===== src/wwdt_cfg.svh =====
`ifndef WWDT_CFG_SVH
`define WWDT_CFG_SVH

// Register byte addresses
`define WWDT_ADDR_RCTL 8'h00
`define WWDT_ADDR_STAT 8'h04
`define WWDT_ADDR_CLR 8'h08
`define WWDT_ADDR_IEN 8'h0C
`define WWDT_ADDR_CNT 8'h10

// Reset control register bit positions
`define WWDT_BIT_SOFTEN 5
`define WWDT_BIT_TMO 4
`define WWDT_BIT_SLEEP 3
`define WWDT_BIT_IDLE 2

// Config word fields
`define WWDT_CFG_PS_MSB 3
`define WWDT_CFG_PS_LSB 0
`define WWDT_CFG_EN_MSB 6
`define WWDT_CFG_EN_LSB 5
`define WWDT_CFG_WINDOW_DIS 7
`define WWDT_EN_ALWAYS 2'h3
`define WWDT_EN_SOFT 2'h2

// Prescaler divide ratios
`define WWDT_PRE_SHORT 23'h000020
`define WWDT_PRE_LONG 23'h000080

// Event bit positions
`define WWDT_EV_TMO 0
`define WWDT_EV_EARLY 1
`define WWDT_EV_WAKE 2

// Reset values
`define WWDT_STAT_RST 3'h0
`define WWDT_IEN_RST 3'h0
`define WWDT_CNT_RST 23'h000000

// Bus responses
`define WWDT_RESP_OKAY 2'h0
`define WWDT_RESP_SLVERR 2'h2

`endif


===== src/wwdt_pkg.sv =====
package wwdt_pkg;

  typedef enum logic [2:0] {
    WWDT_RUN = 3'b001,
    WWDT_IDLE = 3'b010,
    WWDT_SLEEP = 3'b100
  } wwdt_mode_t;

  typedef enum logic [1:0] {
    WWDT_SRC_LOWRC = 2'h0,
    WWDT_SRC_SECOSC = 2'h1,
    WWDT_SRC_SYSTMR = 2'h2
  } wwdt_src_t;

  typedef struct packed {
    logic [2:0] s1;
    logic [2:0] s2;
    logic [2:0] s3;
  } wwdt_sync_t;

  typedef struct packed {
    wwdt_mode_t mode;
    logic [22:0] cnt;
    logic softEn;
    logic tmoFlag;
    logic sleepFlag;
    logic idleFlag;
    logic [2:0] stat;
    logic [2:0] ien;
    logic irq;
    logic rstReq;
    logic wake;
    logic srcEn;
    wwdt_src_t srcSel;
    logic awready;
    logic wready;
    logic arready;
    logic awHave;
    logic wHave;
    logic [7:0] awAddr;
    logic [31:0] wData;
    logic [3:0] wStrb;
    logic bvalid;
    logic [1:0] bresp;
    logic rvalid;
    logic [31:0] rdata;
    logic [1:0] rresp;
  } wwdt_state_t;

endpackage


===== src/wwdt_tick_sync.sv =====
`timescale 1ns/1ns
module wwdt_tick_sync (
  input wire logic clk_sys,
  input wire logic nrst,
  input wire logic [2:0] srcPins,
  input wire logic [1:0] srcSel,
  output logic tick
);

  wwdt_pkg::wwdt_sync_t r;
  wwdt_pkg::wwdt_sync_t n;

  always_comb begin
    n = r;
    n.s1 = srcPins;
    n.s2 = r.s1;
    n.s3 = r.s2;
  end

  always_ff @(posedge clk_sys) begin
    if (!nrst) begin
      r <= '0;
    end else begin
      r <= n;
    end
  end

  // Rising edge of the selected source
  assign tick = (srcSel < 2'h3) && r.s2[srcSel] && !r.s3[srcSel];

endmodule // wwdt_tick_sync


===== src/wwdt_top.sv =====
// Decided for this implementation: the register offsets and the AXI4-Lite interface to the registers.
`timescale 1ns/1ns
`include "wwdt_cfg.svh"
module wwdt_top (
  input wire logic clk_sys,
  input wire logic nrst,
  input wire logic lowPowerRcOsc,
  input wire logic secondaryOsc,
  input wire logic systemTimerClk,
  input wire logic [1:0] clkSrcSelect,
  input wire logic [7:0] watchdogConfigWord,
  input wire logic prescaleWidthSelect,
  input wire logic watchdogClearCmd,
  input wire logic powerSaveCmd,
  input wire logic powerSaveIsSleep,
  input wire logic powerSaveExit,
  input wire logic clkSwitchDone,
  output logic resetReq,
  output logic wakeReq,
  output logic clkSrcEnable,
  output logic irq,
  input wire logic [7:0] s_axi_awaddr,
  input wire logic s_axi_awvalid,
  output logic s_axi_awready,
  input wire logic [31:0] s_axi_wdata,
  input wire logic [3:0] s_axi_wstrb,
  input wire logic s_axi_wvalid,
  output logic s_axi_wready,
  output logic [1:0] s_axi_bresp,
  output logic s_axi_bvalid,
  input wire logic s_axi_bready,
  input wire logic [7:0] s_axi_araddr,
  input wire logic s_axi_arvalid,
  output logic s_axi_arready,
  output logic [31:0] s_axi_rdata,
  output logic [1:0] s_axi_rresp,
  output logic s_axi_rvalid,
  input wire logic s_axi_rready
);

  ////////////////////////////////////////////////////////////////////////////
  // Declarations

  wwdt_pkg::wwdt_state_t r;
  wwdt_pkg::wwdt_state_t n;
  logic tick;
  logic enabled;
  logic inRun;
  logic timeout;
  logic early;
  logic cntClr;
  logic windowDisable;
  logic [1:0] configEnableField;
  logic [3:0] postscaleRatioSelect;
  logic [22:0] period;
  logic [22:0] lastCnt;
  logic [22:0] winStart;
  logic [4:0] wrSel;
  logic [4:0] rdSel;
  logic doWr;
  logic rctlWr;

  function automatic logic [4:0] regSel(input logic [7:0] a);
    case (a)
      `WWDT_ADDR_RCTL: regSel = 5'h01;
      `WWDT_ADDR_STAT: regSel = 5'h02;
      `WWDT_ADDR_CLR: regSel = 5'h04;
      `WWDT_ADDR_IEN: regSel = 5'h08;
      `WWDT_ADDR_CNT: regSel = 5'h10;
      default: regSel = 5'h00;
    endcase
  endfunction

  ////////////////////////////////////////////////////////////////////////////
  // Clock source pins

  wwdt_tick_sync uSync (
    .clk_sys(clk_sys),
    .nrst(nrst),
    .srcPins({systemTimerClk, secondaryOsc, lowPowerRcOsc}),
    .srcSel(r.srcSel),
    .tick(tick)
  );

  ////////////////////////////////////////////////////////////////////////////
  // Period and window

  assign windowDisable = watchdogConfigWord[`WWDT_CFG_WINDOW_DIS];
  assign configEnableField =
    watchdogConfigWord[`WWDT_CFG_EN_MSB:`WWDT_CFG_EN_LSB];
  assign postscaleRatioSelect =
    watchdogConfigWord[`WWDT_CFG_PS_MSB:`WWDT_CFG_PS_LSB];

  // Prescale then postscale by two to the code
  assign period = (prescaleWidthSelect ? `WWDT_PRE_LONG : `WWDT_PRE_SHORT)
    << postscaleRatioSelect;
  assign lastCnt = period - 23'h000001;
  assign winStart = period - (period >> 2);

  assign enabled = (configEnableField == `WWDT_EN_ALWAYS) ||
    ((configEnableField == `WWDT_EN_SOFT) && r.softEn);
  assign inRun = (r.mode == wwdt_pkg::WWDT_RUN);
  assign timeout = enabled && tick && (r.cnt == lastCnt);
  assign early = enabled && inRun && watchdogClearCmd && !windowDisable &&
    (r.cnt < winStart);
  assign cntClr = clkSwitchDone || (inRun && powerSaveCmd) ||
    (!inRun && powerSaveExit) ||
    (inRun && watchdogClearCmd);

  assign doWr = r.awHave && r.wHave && !r.bvalid;
  assign wrSel = regSel(r.awAddr);
  assign rdSel = regSel(s_axi_araddr);
  assign rctlWr = doWr && r.wStrb[0] && wrSel[0];

  ////////////////////////////////////////////////////////////////////////////
  // Next state

  always_comb begin
    n = r;
    n.rstReq = 1'b0;
    n.wake = 1'b0;
    // Write channels
    if (s_axi_awvalid && r.awready) begin
      n.awAddr = s_axi_awaddr;
      n.awHave = 1'b1;
      n.awready = 1'b0;
    end
    if (s_axi_wvalid && r.wready) begin
      n.wData = s_axi_wdata;
      n.wStrb = s_axi_wstrb;
      n.wHave = 1'b1;
      n.wready = 1'b0;
    end
    if (r.bvalid && s_axi_bready) begin
      n.bvalid = 1'b0;
      n.awready = 1'b1;
      n.wready = 1'b1;
    end
    if (doWr) begin
      n.awHave = 1'b0;
      n.wHave = 1'b0;
      n.bvalid = 1'b1;
      n.bresp = (|wrSel) ? `WWDT_RESP_OKAY : `WWDT_RESP_SLVERR;
      if (r.wStrb[0]) begin
        if (wrSel[0]) begin
          n.softEn = r.wData[`WWDT_BIT_SOFTEN];
          n.tmoFlag = r.wData[`WWDT_BIT_TMO];
          n.sleepFlag = r.wData[`WWDT_BIT_SLEEP];
          n.idleFlag = r.wData[`WWDT_BIT_IDLE];
        end
        if (wrSel[2]) begin
          n.stat = r.stat & ~r.wData[2:0];
        end
        if (wrSel[3]) begin
          n.ien = r.wData[2:0];
        end
      end
    end
    // Read channels
    if (r.rvalid && s_axi_rready) begin
      n.rvalid = 1'b0;
      n.arready = 1'b1;
    end
    if (s_axi_arvalid && r.arready) begin
      n.arready = 1'b0;
      n.rvalid = 1'b1;
      n.rresp = (|rdSel) ? `WWDT_RESP_OKAY : `WWDT_RESP_SLVERR;
      n.rdata = 32'h00000000;
      if (rdSel[0]) begin
        n.rdata[`WWDT_BIT_SOFTEN] = r.softEn;
        n.rdata[`WWDT_BIT_TMO] = r.tmoFlag;
        n.rdata[`WWDT_BIT_SLEEP] = r.sleepFlag;
        n.rdata[`WWDT_BIT_IDLE] = r.idleFlag;
      end
      if (rdSel[1]) begin
        n.rdata[2:0] = r.stat;
      end
      if (rdSel[3]) begin
        n.rdata[2:0] = r.ien;
      end
      if (rdSel[4]) begin
        n.rdata[22:0] = r.cnt;
      end
    end
    // Clock source
    n.srcEn = enabled;
    n.srcSel = (r.mode == wwdt_pkg::WWDT_SLEEP) ?
      wwdt_pkg::WWDT_SRC_LOWRC :
      wwdt_pkg::wwdt_src_t'(clkSrcSelect);
    // Power-save modes
    case (r.mode)
      wwdt_pkg::WWDT_RUN: begin
        if (powerSaveCmd) begin
          if (powerSaveIsSleep) begin
            n.mode = wwdt_pkg::WWDT_SLEEP;
            n.sleepFlag = 1'b1;
          end else begin
            n.mode = wwdt_pkg::WWDT_IDLE;
            n.idleFlag = 1'b1;
          end
        end
      end
      wwdt_pkg::WWDT_IDLE, wwdt_pkg::WWDT_SLEEP: begin
        if (timeout) begin
          n.mode = wwdt_pkg::WWDT_RUN;
          n.wake = 1'b1;
          n.stat[`WWDT_EV_WAKE] = 1'b1;
        end else if (powerSaveExit) begin
          n.mode = wwdt_pkg::WWDT_RUN;
        end
      end
      default: begin
        n.mode = wwdt_pkg::WWDT_RUN;
      end
    endcase
    // Time-out and early clear; hardware set wins
    if (timeout || early) begin
      n.tmoFlag = 1'b1;
    end
    if ((timeout && inRun) || early) begin
      n.rstReq = 1'b1;
    end
    if (timeout && inRun) begin
      n.stat[`WWDT_EV_TMO] = 1'b1;
    end
    if (early) begin
      n.stat[`WWDT_EV_EARLY] = 1'b1;
    end
    // Counter
    if (!enabled || cntClr || timeout) begin
      n.cnt = `WWDT_CNT_RST;
    end else if (tick) begin
      n.cnt = r.cnt + 23'h000001;
    end
    n.irq = |(n.stat & n.ien);
  end

  always_ff @(posedge clk_sys) begin
    if (!nrst) begin
      r <= '0;
      r.mode <= wwdt_pkg::WWDT_RUN;
      r.srcSel <= wwdt_pkg::WWDT_SRC_LOWRC;
      r.stat <= `WWDT_STAT_RST;
      r.ien <= `WWDT_IEN_RST;
      r.cnt <= `WWDT_CNT_RST;
      r.awready <= 1'b1;
      r.wready <= 1'b1;
      r.arready <= 1'b1;
    end else begin
      r <= n;
    end
  end

  ////////////////////////////////////////////////////////////////////////////
  // Outputs

  assign resetReq = r.rstReq;
  assign wakeReq = r.wake;
  assign clkSrcEnable = r.srcEn;
  assign irq = r.irq;
  assign s_axi_awready = r.awready;
  assign s_axi_wready = r.wready;
  assign s_axi_bvalid = r.bvalid;
  assign s_axi_bresp = r.bresp;
  assign s_axi_arready = r.arready;
  assign s_axi_rvalid = r.rvalid;
  assign s_axi_rdata = r.rdata;
  assign s_axi_rresp = r.rresp;

  ////////////////////////////////////////////////////////////////////////////
  // Assertions

  AST_SLEEP_SRC: assert property (@(posedge clk_sys)
    disable iff (!nrst) r.mode == wwdt_pkg::WWDT_SLEEP |=>
    r.srcSel == wwdt_pkg::WWDT_SRC_LOWRC)
    else $error("sleep source not low-power rc");

  AST_SRC_EN: assert property (@(posedge clk_sys)
    disable iff (!nrst) enabled |=> clkSrcEnable)
    else $error("clock source not enabled");

  AST_BASE_PERIOD: assert property (@(posedge clk_sys)
    disable iff (!nrst) enabled && tick && !prescaleWidthSelect &&
    postscaleRatioSelect == 4'h0 && r.cnt == 23'h00001F |-> timeout)
    else $error("short base period wrong");

  AST_LONG_PERIOD: assert property (@(posedge clk_sys)
    disable iff (!nrst) enabled && tick && prescaleWidthSelect &&
    postscaleRatioSelect == 4'h1 && r.cnt == 23'h0000FF |-> timeout)
    else $error("postscale ratio wrong");

  AST_SWITCH_CLR: assert property (@(posedge clk_sys)
    disable iff (!nrst) clkSwitchDone |=> r.cnt == 23'h000000)
    else $error("count not cleared on clock switch");

  AST_PSAVE_CLR: assert property (@(posedge clk_sys)
    disable iff (!nrst) inRun && powerSaveCmd |=> r.cnt == 23'h000000 &&
    r.mode != wwdt_pkg::WWDT_RUN)
    else $error("power-save entry mishandled");

  AST_WAKE: assert property (@(posedge clk_sys)
    disable iff (!nrst) timeout && !inRun |=> wakeReq && !resetReq &&
    r.mode == wwdt_pkg::WWDT_RUN ##1 !wakeReq)
    else $error("wake not issued");

  AST_SLEEP_KEEP: assert property (@(posedge clk_sys)
    disable iff (!nrst) r.sleepFlag && !rctlWr |=> r.sleepFlag)
    else $error("sleep flag lost");

  AST_TMO_FLAG: assert property (@(posedge clk_sys)
    disable iff (!nrst) $rose(resetReq) |-> r.tmoFlag)
    else $error("reset without time-out flag");

  AST_LATE_CLR: assert property (@(posedge clk_sys)
    disable iff (!nrst) inRun && enabled && watchdogClearCmd && !early &&
    !timeout |=> !resetReq && r.cnt == 23'h000000)
    else $error("allowed clear mishandled");

  AST_EARLY_RST: assert property (@(posedge clk_sys)
    disable iff (!nrst) early |=> resetReq && r.stat[`WWDT_EV_EARLY])
    else $error("early clear did not reset");

  AST_OFF: assert property (@(posedge clk_sys)
    disable iff (!nrst) configEnableField == 2'h0 |=>
    r.cnt == 23'h000000 && !resetReq)
    else $error("disabled watchdog counted");

  AST_SOFT_RST: assert property (@(posedge clk_sys)
    !nrst |=> !r.softEn)
    else $error("soft enable survived reset");

  AST_RUN_TMO: assert property (@(posedge clk_sys)
    disable iff (!nrst) timeout && inRun |=> resetReq && !wakeReq)
    else $error("run time-out did not reset");

  COV_RUN_TMO: cover property (@(posedge clk_sys) disable iff (!nrst)
    timeout && inRun);
  COV_WAKE: cover property (@(posedge clk_sys) disable iff (!nrst)
    timeout && !inRun);
  COV_EARLY: cover property (@(posedge clk_sys) disable iff (!nrst)
    early);

endmodule // wwdt_top


===== config.mk =====
export PLATFORM = sky130hd
export DESIGN_NAME = wwdt_top
export DESIGN_NICKNAME = d
export VERILOG_FILES = /design/src/wwdt_pkg.sv /design/src/wwdt_tick_sync.sv /design/src/wwdt_top.sv
export VERILOG_INCLUDE_DIRS = /design/src
export SDC_FILE = /design/constraint.sdc
export NUM_CORES = 1
export LEC_CHECK = 0
export ABC_CLOCK_PERIOD_IN_PS = 6300
export BUFFER_PORTS_ARGS = -buffer_cell sky130_fd_sc_hd__buf_2
export CORE_AREA = 2 2 102 177
export CTS_CLUSTER_DIAMETER = 150
export CTS_CLUSTER_SIZE = 28
export DETAILED_ROUTE_END_ITERATION = 10
export DIE_AREA = 0 0 104 179
export RECOVER_POWER = 50
export REMOVE_ABC_BUFFERS = 1
export SKIP_LAST_GASP = 1
export SLEW_MARGIN = 20
export SYNTH_ARGS = -nofsm -noshare
export SYNTH_HDL_FRONTEND = slang
export SYNTH_SLANG_ARGS = --single-unit

===== constraint.sdc =====
create_clock -name clk_sys -period 6.3 [get_ports clk_sys]
set_input_delay 1.26 -clock clk_sys [delete_from_list [all_inputs] [get_ports clk_sys]]
set_output_delay 1.26 -clock clk_sys [all_outputs]
set_load 0.02 [all_outputs]

# == After elaboration in Yosys (flattened, before gate mapping) ==
# Index checks and enable logic that the tools add are counted.
# W data, S select, Z words.
# word_totals
register_bits,100
out_inout_bits,45
word_cells,148
# op_classes
addsub,3
magnitude_cmp,3
n_eq_ne,16
shifts,1
mux,40
n_bitwise,4
n_reduce_logical,52
# ops
operator,count
$pmux W5 S5,2
$mux W35,1
$eq A8 B4 Y1 const B,4
$mux W3,10
$add A23 B1 Y23 const B,1
$eq A23 B23 Y1,1
$lt A23 B23 Y1,1
$mux W23,1
$shl A8 B4 Y23,1
$sub A23 B1 Y23 const B,1
$sub A23 B21 Y23,1
$logic_and A1 B1 Y1,20
$mux W9,2
$eq A8 B3 Y1 const B,2
$eq A8 B5 Y1 const B,2
$logic_not A8 Y1,2
$mux W1,15
$reduce_bool A2 Y1,5
$reduce_or A2 Y1,5
$reduce_or A5 Y1,2
$logic_or A1 B1 Y1,8
$mux W2,4
$mux W8,1
$and A3 B3 Y3,2
other kinds (17),25

# == Longest topological paths before layout ==
# depth
ltp_word,10
ltp_mapped,22

# == By module ==
# From an unflattened synthesis, not the netlist that was laid out.
# hier_totals
cells_unflattened,830
area_unflattened_um2,6457.4
# by_module_without_submodules
mod,instances,cells_per_inst,area_per_inst_um2,seq_area_each_um2
wwdt_top,1,807,6185.9,1781.7
wwdt_tick_sync,1,23,271.5,180.2

# == Least setup slack after synthesis ==
# Ideal clock, no wire load.
# synth_timing
path_kind,input -> register
from,in watchdogConfigWord[0]
to,"reg r, in the netlist irq"
setup_ns,0.130
t_arrival_ns,5.329
setup_slack_ns,0.841
stages,21
n_path_buf,3
path_cell_list,clkbuf_1 -> clkbuf_1 -> nor2b_1 -> nand2_1 -> ha_1 -> clkbuf_1 -> a21o_1 -> a211oi_1 -> o211ai_1 -> nand2_1 -> o31ai_1 -> o41ai_1 -> xor2_1 -> ha_1 -> nand4_1 -> a2111oi_0 -> o311ai_0 -> o211a_1 -> a21o_1 -> a222oi_1 -> o21ai_1
# synth_via
elab_chain_cells,8
word_cells_on_any_way,14
# synth_lines
element,line_no,text
from (decl),wwdt_top.sv:11,"input wire logic [7:0] watchdogConfigWord,"
$shl A8 B4 Y23 (*),wwdt_top.sv:95,assign period = (prescaleWidthSelect ? `WWDT_PRE_LONG : `WWDT_PRE_SHORT)
branches (longest 5 deep; another with $sub A23 B21 Y23),-,
$and A3 B3 Y3 (*),wwdt_top.sv:235,n.irq = |(n.stat & n.ien);
$reduce_or A3 Y1 (*),wwdt_top.sv:235,
to (signal assigned),wwdt_top.sv:250,r <= n;
to (decl),wwdt_top.sv:44,wwdt_pkg::wwdt_state_t r;
# Mark *: on every way between the ends.
# A chain may end at the register's enable or synchronous reset.

# == Worst setup path in the final report ==
# layout_timing
from,in watchdogConfigWord[1]
to,"reg r, in the netlist irq"
# Same word-level chain as after synthesis.

==> run_results.csv <==
group,metric,value,unit
worst_setup_path,cp-end-kind,"flip-flop",
route,wl,19800,µm
power,power_density,204,nW/µm²
synth,synth_top_area_frac,0.290,
min_path,min_path_type,"flip-flop to flip-flop",
cts,cts_resized,0,
layout,final_nets,1065,
sta,finalCritPeriodShare,0.956,
placed_design,gp_congestion,0.925,
synth,syn_inst,860,
power,fin_total_pwr,0.00160,W
global_route,antenna_found_initial,0,
worst_setup_path,timing.critical_path.mode_cell,"buf_4",
sta,slew_headroom,-0.345,
cts,cts_buffers,9,
sta,worst_slack,0.275,ns
run,cap_violations,1,
layout,n_fill_cell,1835,
floorplanning,ios,123,
synth,synth_cell_types,81,
cts,cts_tree,"yes",
sta,post-route-min-period,6.03,ns
synth,ys_top_cells_by_area,"dfxtp_1 (29%), ha_1 (6.9%), nand2_1 (6.1%)",
synth,synth-main-ff-cell,"dfxtp_1",
route,dr.first_iter.drc_count,388,
synth,synthXorXnorAreaFrac,0.0622,
layout,antenna_cells,0,
synth,synth_edf_count,0,
sta,fmax,0.166,GHz
synth,ys_async_sr_fraction,0,
placed_design,pre_cts_slack,-0.156,ns
sta,fin_skew,0.0116,ns
synth,yosys_warnings,0,
global_route,grt_max_degree,60,
placed_design,numPortBuffers,81,
synth,avgSynthCellArea,7.86,µm²
synth,ys_ff_latch,98,
global_route,grtUsageTotal,0.215,
synth,ys_top_cells_by_count,"nand2_1 (110), dfxtp_1 (98), nor2_1 (56)",
synth,synth_compound_area_frac,0.222,
synth,synth_top_family_by_area,"simple AND/OR/NAND/NOR gates",
cts,clkLatencyLatePin,0.35,ns
route,drt-vias-per-instance,5.39,
outcome,status,"complete, but fails checks",
sta,report.final.slew_viol_count,60,
global_route,grt-ovfl-total,0,
route,wl_per_cell,16.7,µm
power,vdd_drop_max,0.000148,V
sta,grt_setup_unrepaired,"no",
synth,yosysMostFrequentCell,"nand2_1",
placed_design,place_hpwl,15700,µm
floorplanning,initial_core_util,0.391,
global_route,grt_pass1_wl,31500,µm
worst_setup_path,slowest_delay,0.50,ns
layout,syn2layout_area_growth,15.7,%
synth,yosysTopAreaCell,"dfxtp_1",
route,firstDrtPassIters,4,
synth,synth.area.mux_share,0.0219,
placed_design,place_inst,1170,
cts,cts_sinks,98,
floorplanning,fp.coreArea,17300,µm²
global_route,grt_pass1_vias,6198,
cts,postCtsHoldBufs,0,
floorplanning,num_rows,64,
worst_setup_path,crit_path_max_fanout,5,
sta,finalSetupViolCount,0,
sta,setup_tns,0,ns
worst_setup_path,crit_slowest_cell,"or3b_2",
layout,drive_gt1_frac,0.154,
worst_setup_path,crit_chain,"buf_2 > or3b_2 > a211o_1 > ha_1 > and3_1 > a211oi_2 > o211ai_1 > nand2_1 > o31ai_1 > buf_4 > o41ai_1 > xor2_1 > ha_1 > nand4_1 > a2111oi_1 > buf_4 > o311ai_0 > buf_4 > o211a_1 > a21o_1 > a222oi_1 > o21ai_1",
route,drt.antenna.violating_nets,0,
synth,synth_area,6760,µm²
outcome,violations,"capacitance limit, slew limit",
layout,final_cells,1186,
synth,synthSimpleGateAreaFrac,0.242,
cts,clock_path_buffers,2,
floorplanning,die_w,104,µm
sta,hold_viol,0,
synth,synth_fa_ha_area_frac,0.0700,
cts,htreeDepth,3,
floorplanning,design.die.area,18600,µm²
floorplanning,die_h,179,µm
route,vias,6394,
sta,tightest_slew,2.02,ns
cts,clockRootBuffer,"clkbuf_16",
cts,clk_pin_slew,0.07,ns
power,leakage,3.32,nW
worst_setup_path,required,6.51,ns
synth,ys_seq_area_frac,0.290,
worst_setup_path,crit_type,"input port to flip-flop",
cts,post_cts_buffers,0,
route,drc,0,
worst_setup_path,arrival,6.24,ns
worst_setup_path,worstSetupStartpointType,"input port",
[critical path, delay by kind of cell]
kind	cells	cell delay [ns]
compound gates	11	2.54
xor+xnor	1	0.12
fa+ha+maj	2	0.66
buf+inv	4	0.61
simple gates	4	1.03
[area by class of cell]
cell class,instances,area [µm²],share of cell area
multi-input cells,654,4230,0.541
repair buffers,148,865,0.111
well taps,231,289,0.0370
clock inverters,5,85.1,0.0109
inverters,39,146,0.0187
clock buffers,11,243,0.0310
flip-flops and latches,98,1960,0.251
[through the flow]
step	util	area, µm²	hold slack (ns)
6_report	0.452	7820	0.428
3_3_place_gp	0.435	7530	0.413
3_5_place_dp	0.435	7530	0.423
4_1_cts	0.454	7860	0.432
5_1_grt	0.452	7820	0.436
2_1_floorplan	-	6330	0.412
[final timing paths]
kind / from / end / slack, ns / depth (start not counted)
setup / recovery: watchdogConfigWord[1] / irq / 0.27 / 22
hold / removal: uSync.n[3] / uSync.n[0] / 0.43 / 1
hold reg to reg: uSync.n[3] / uSync.n[0] / 0.43 / 1
setup reg to reg: r[115] / irq / 3.42 / 10
[layout by cell type, fill, tap and decap left out, types with 23 or more instances in the layout]
cell,synthesis,final
buf_2,11,49
a21oi_1,53,53
nor2_1,56,56
inv_1,38,38
dfxtp_1,98,98
clkbuf_1,25,34
ha_1,37,37
xnor2_1,26,26
nand2_1,110,110
nand3_1,42,42
o21ai_0,34,34
buf_4,38,66
a21boi_0,23,23
[layer usage]
metal / global-route usage / vias to the layer above / routed length (µm)
met1: 0.205 / 2999 / 7170
met2: 0.430 / 146 / 10800
met3: 0.0276 / 47 / 614
met5: 0 / - / 0
met4: 0.136 / 0 / 1140
li1: - / 3202 / -
[cell families (layout without fill, tap and decap cells)]
group,Yosys count,after routing
buffers and inverters,118,203
AND/OR/NAND/NOR,327,327
other,1,11
flip-flops,98,98
adder cells (fa/ha/maj),38,38
AO/OA/AOI/OAI,216,216
multiplexers,14,14
XOR/XNOR,48,48
[registers in the layout, indices dropped and copies added (netlist names), 3 cells and up]
| register | flops |
|---|---|
| uSync.n | 6 |
| s_axi_rdata | 23 |
| r | 55 |
| uSync.r | 3 |
[report_power, final]
| part | switching (W) | leakage, nW | total, W | internal [W] |
|---|---|---|---|---|
| combinational | 0.000196 | 2.37 | 0.000348 | 0.000152 |
| clock | 0.000236 | 0.156 | 0.000597 | 0.000361 |
| sequential | 0.0000135 | 0.798 | 0.000651 | 0.000638 |
Power figures use the tool's default switching activity.
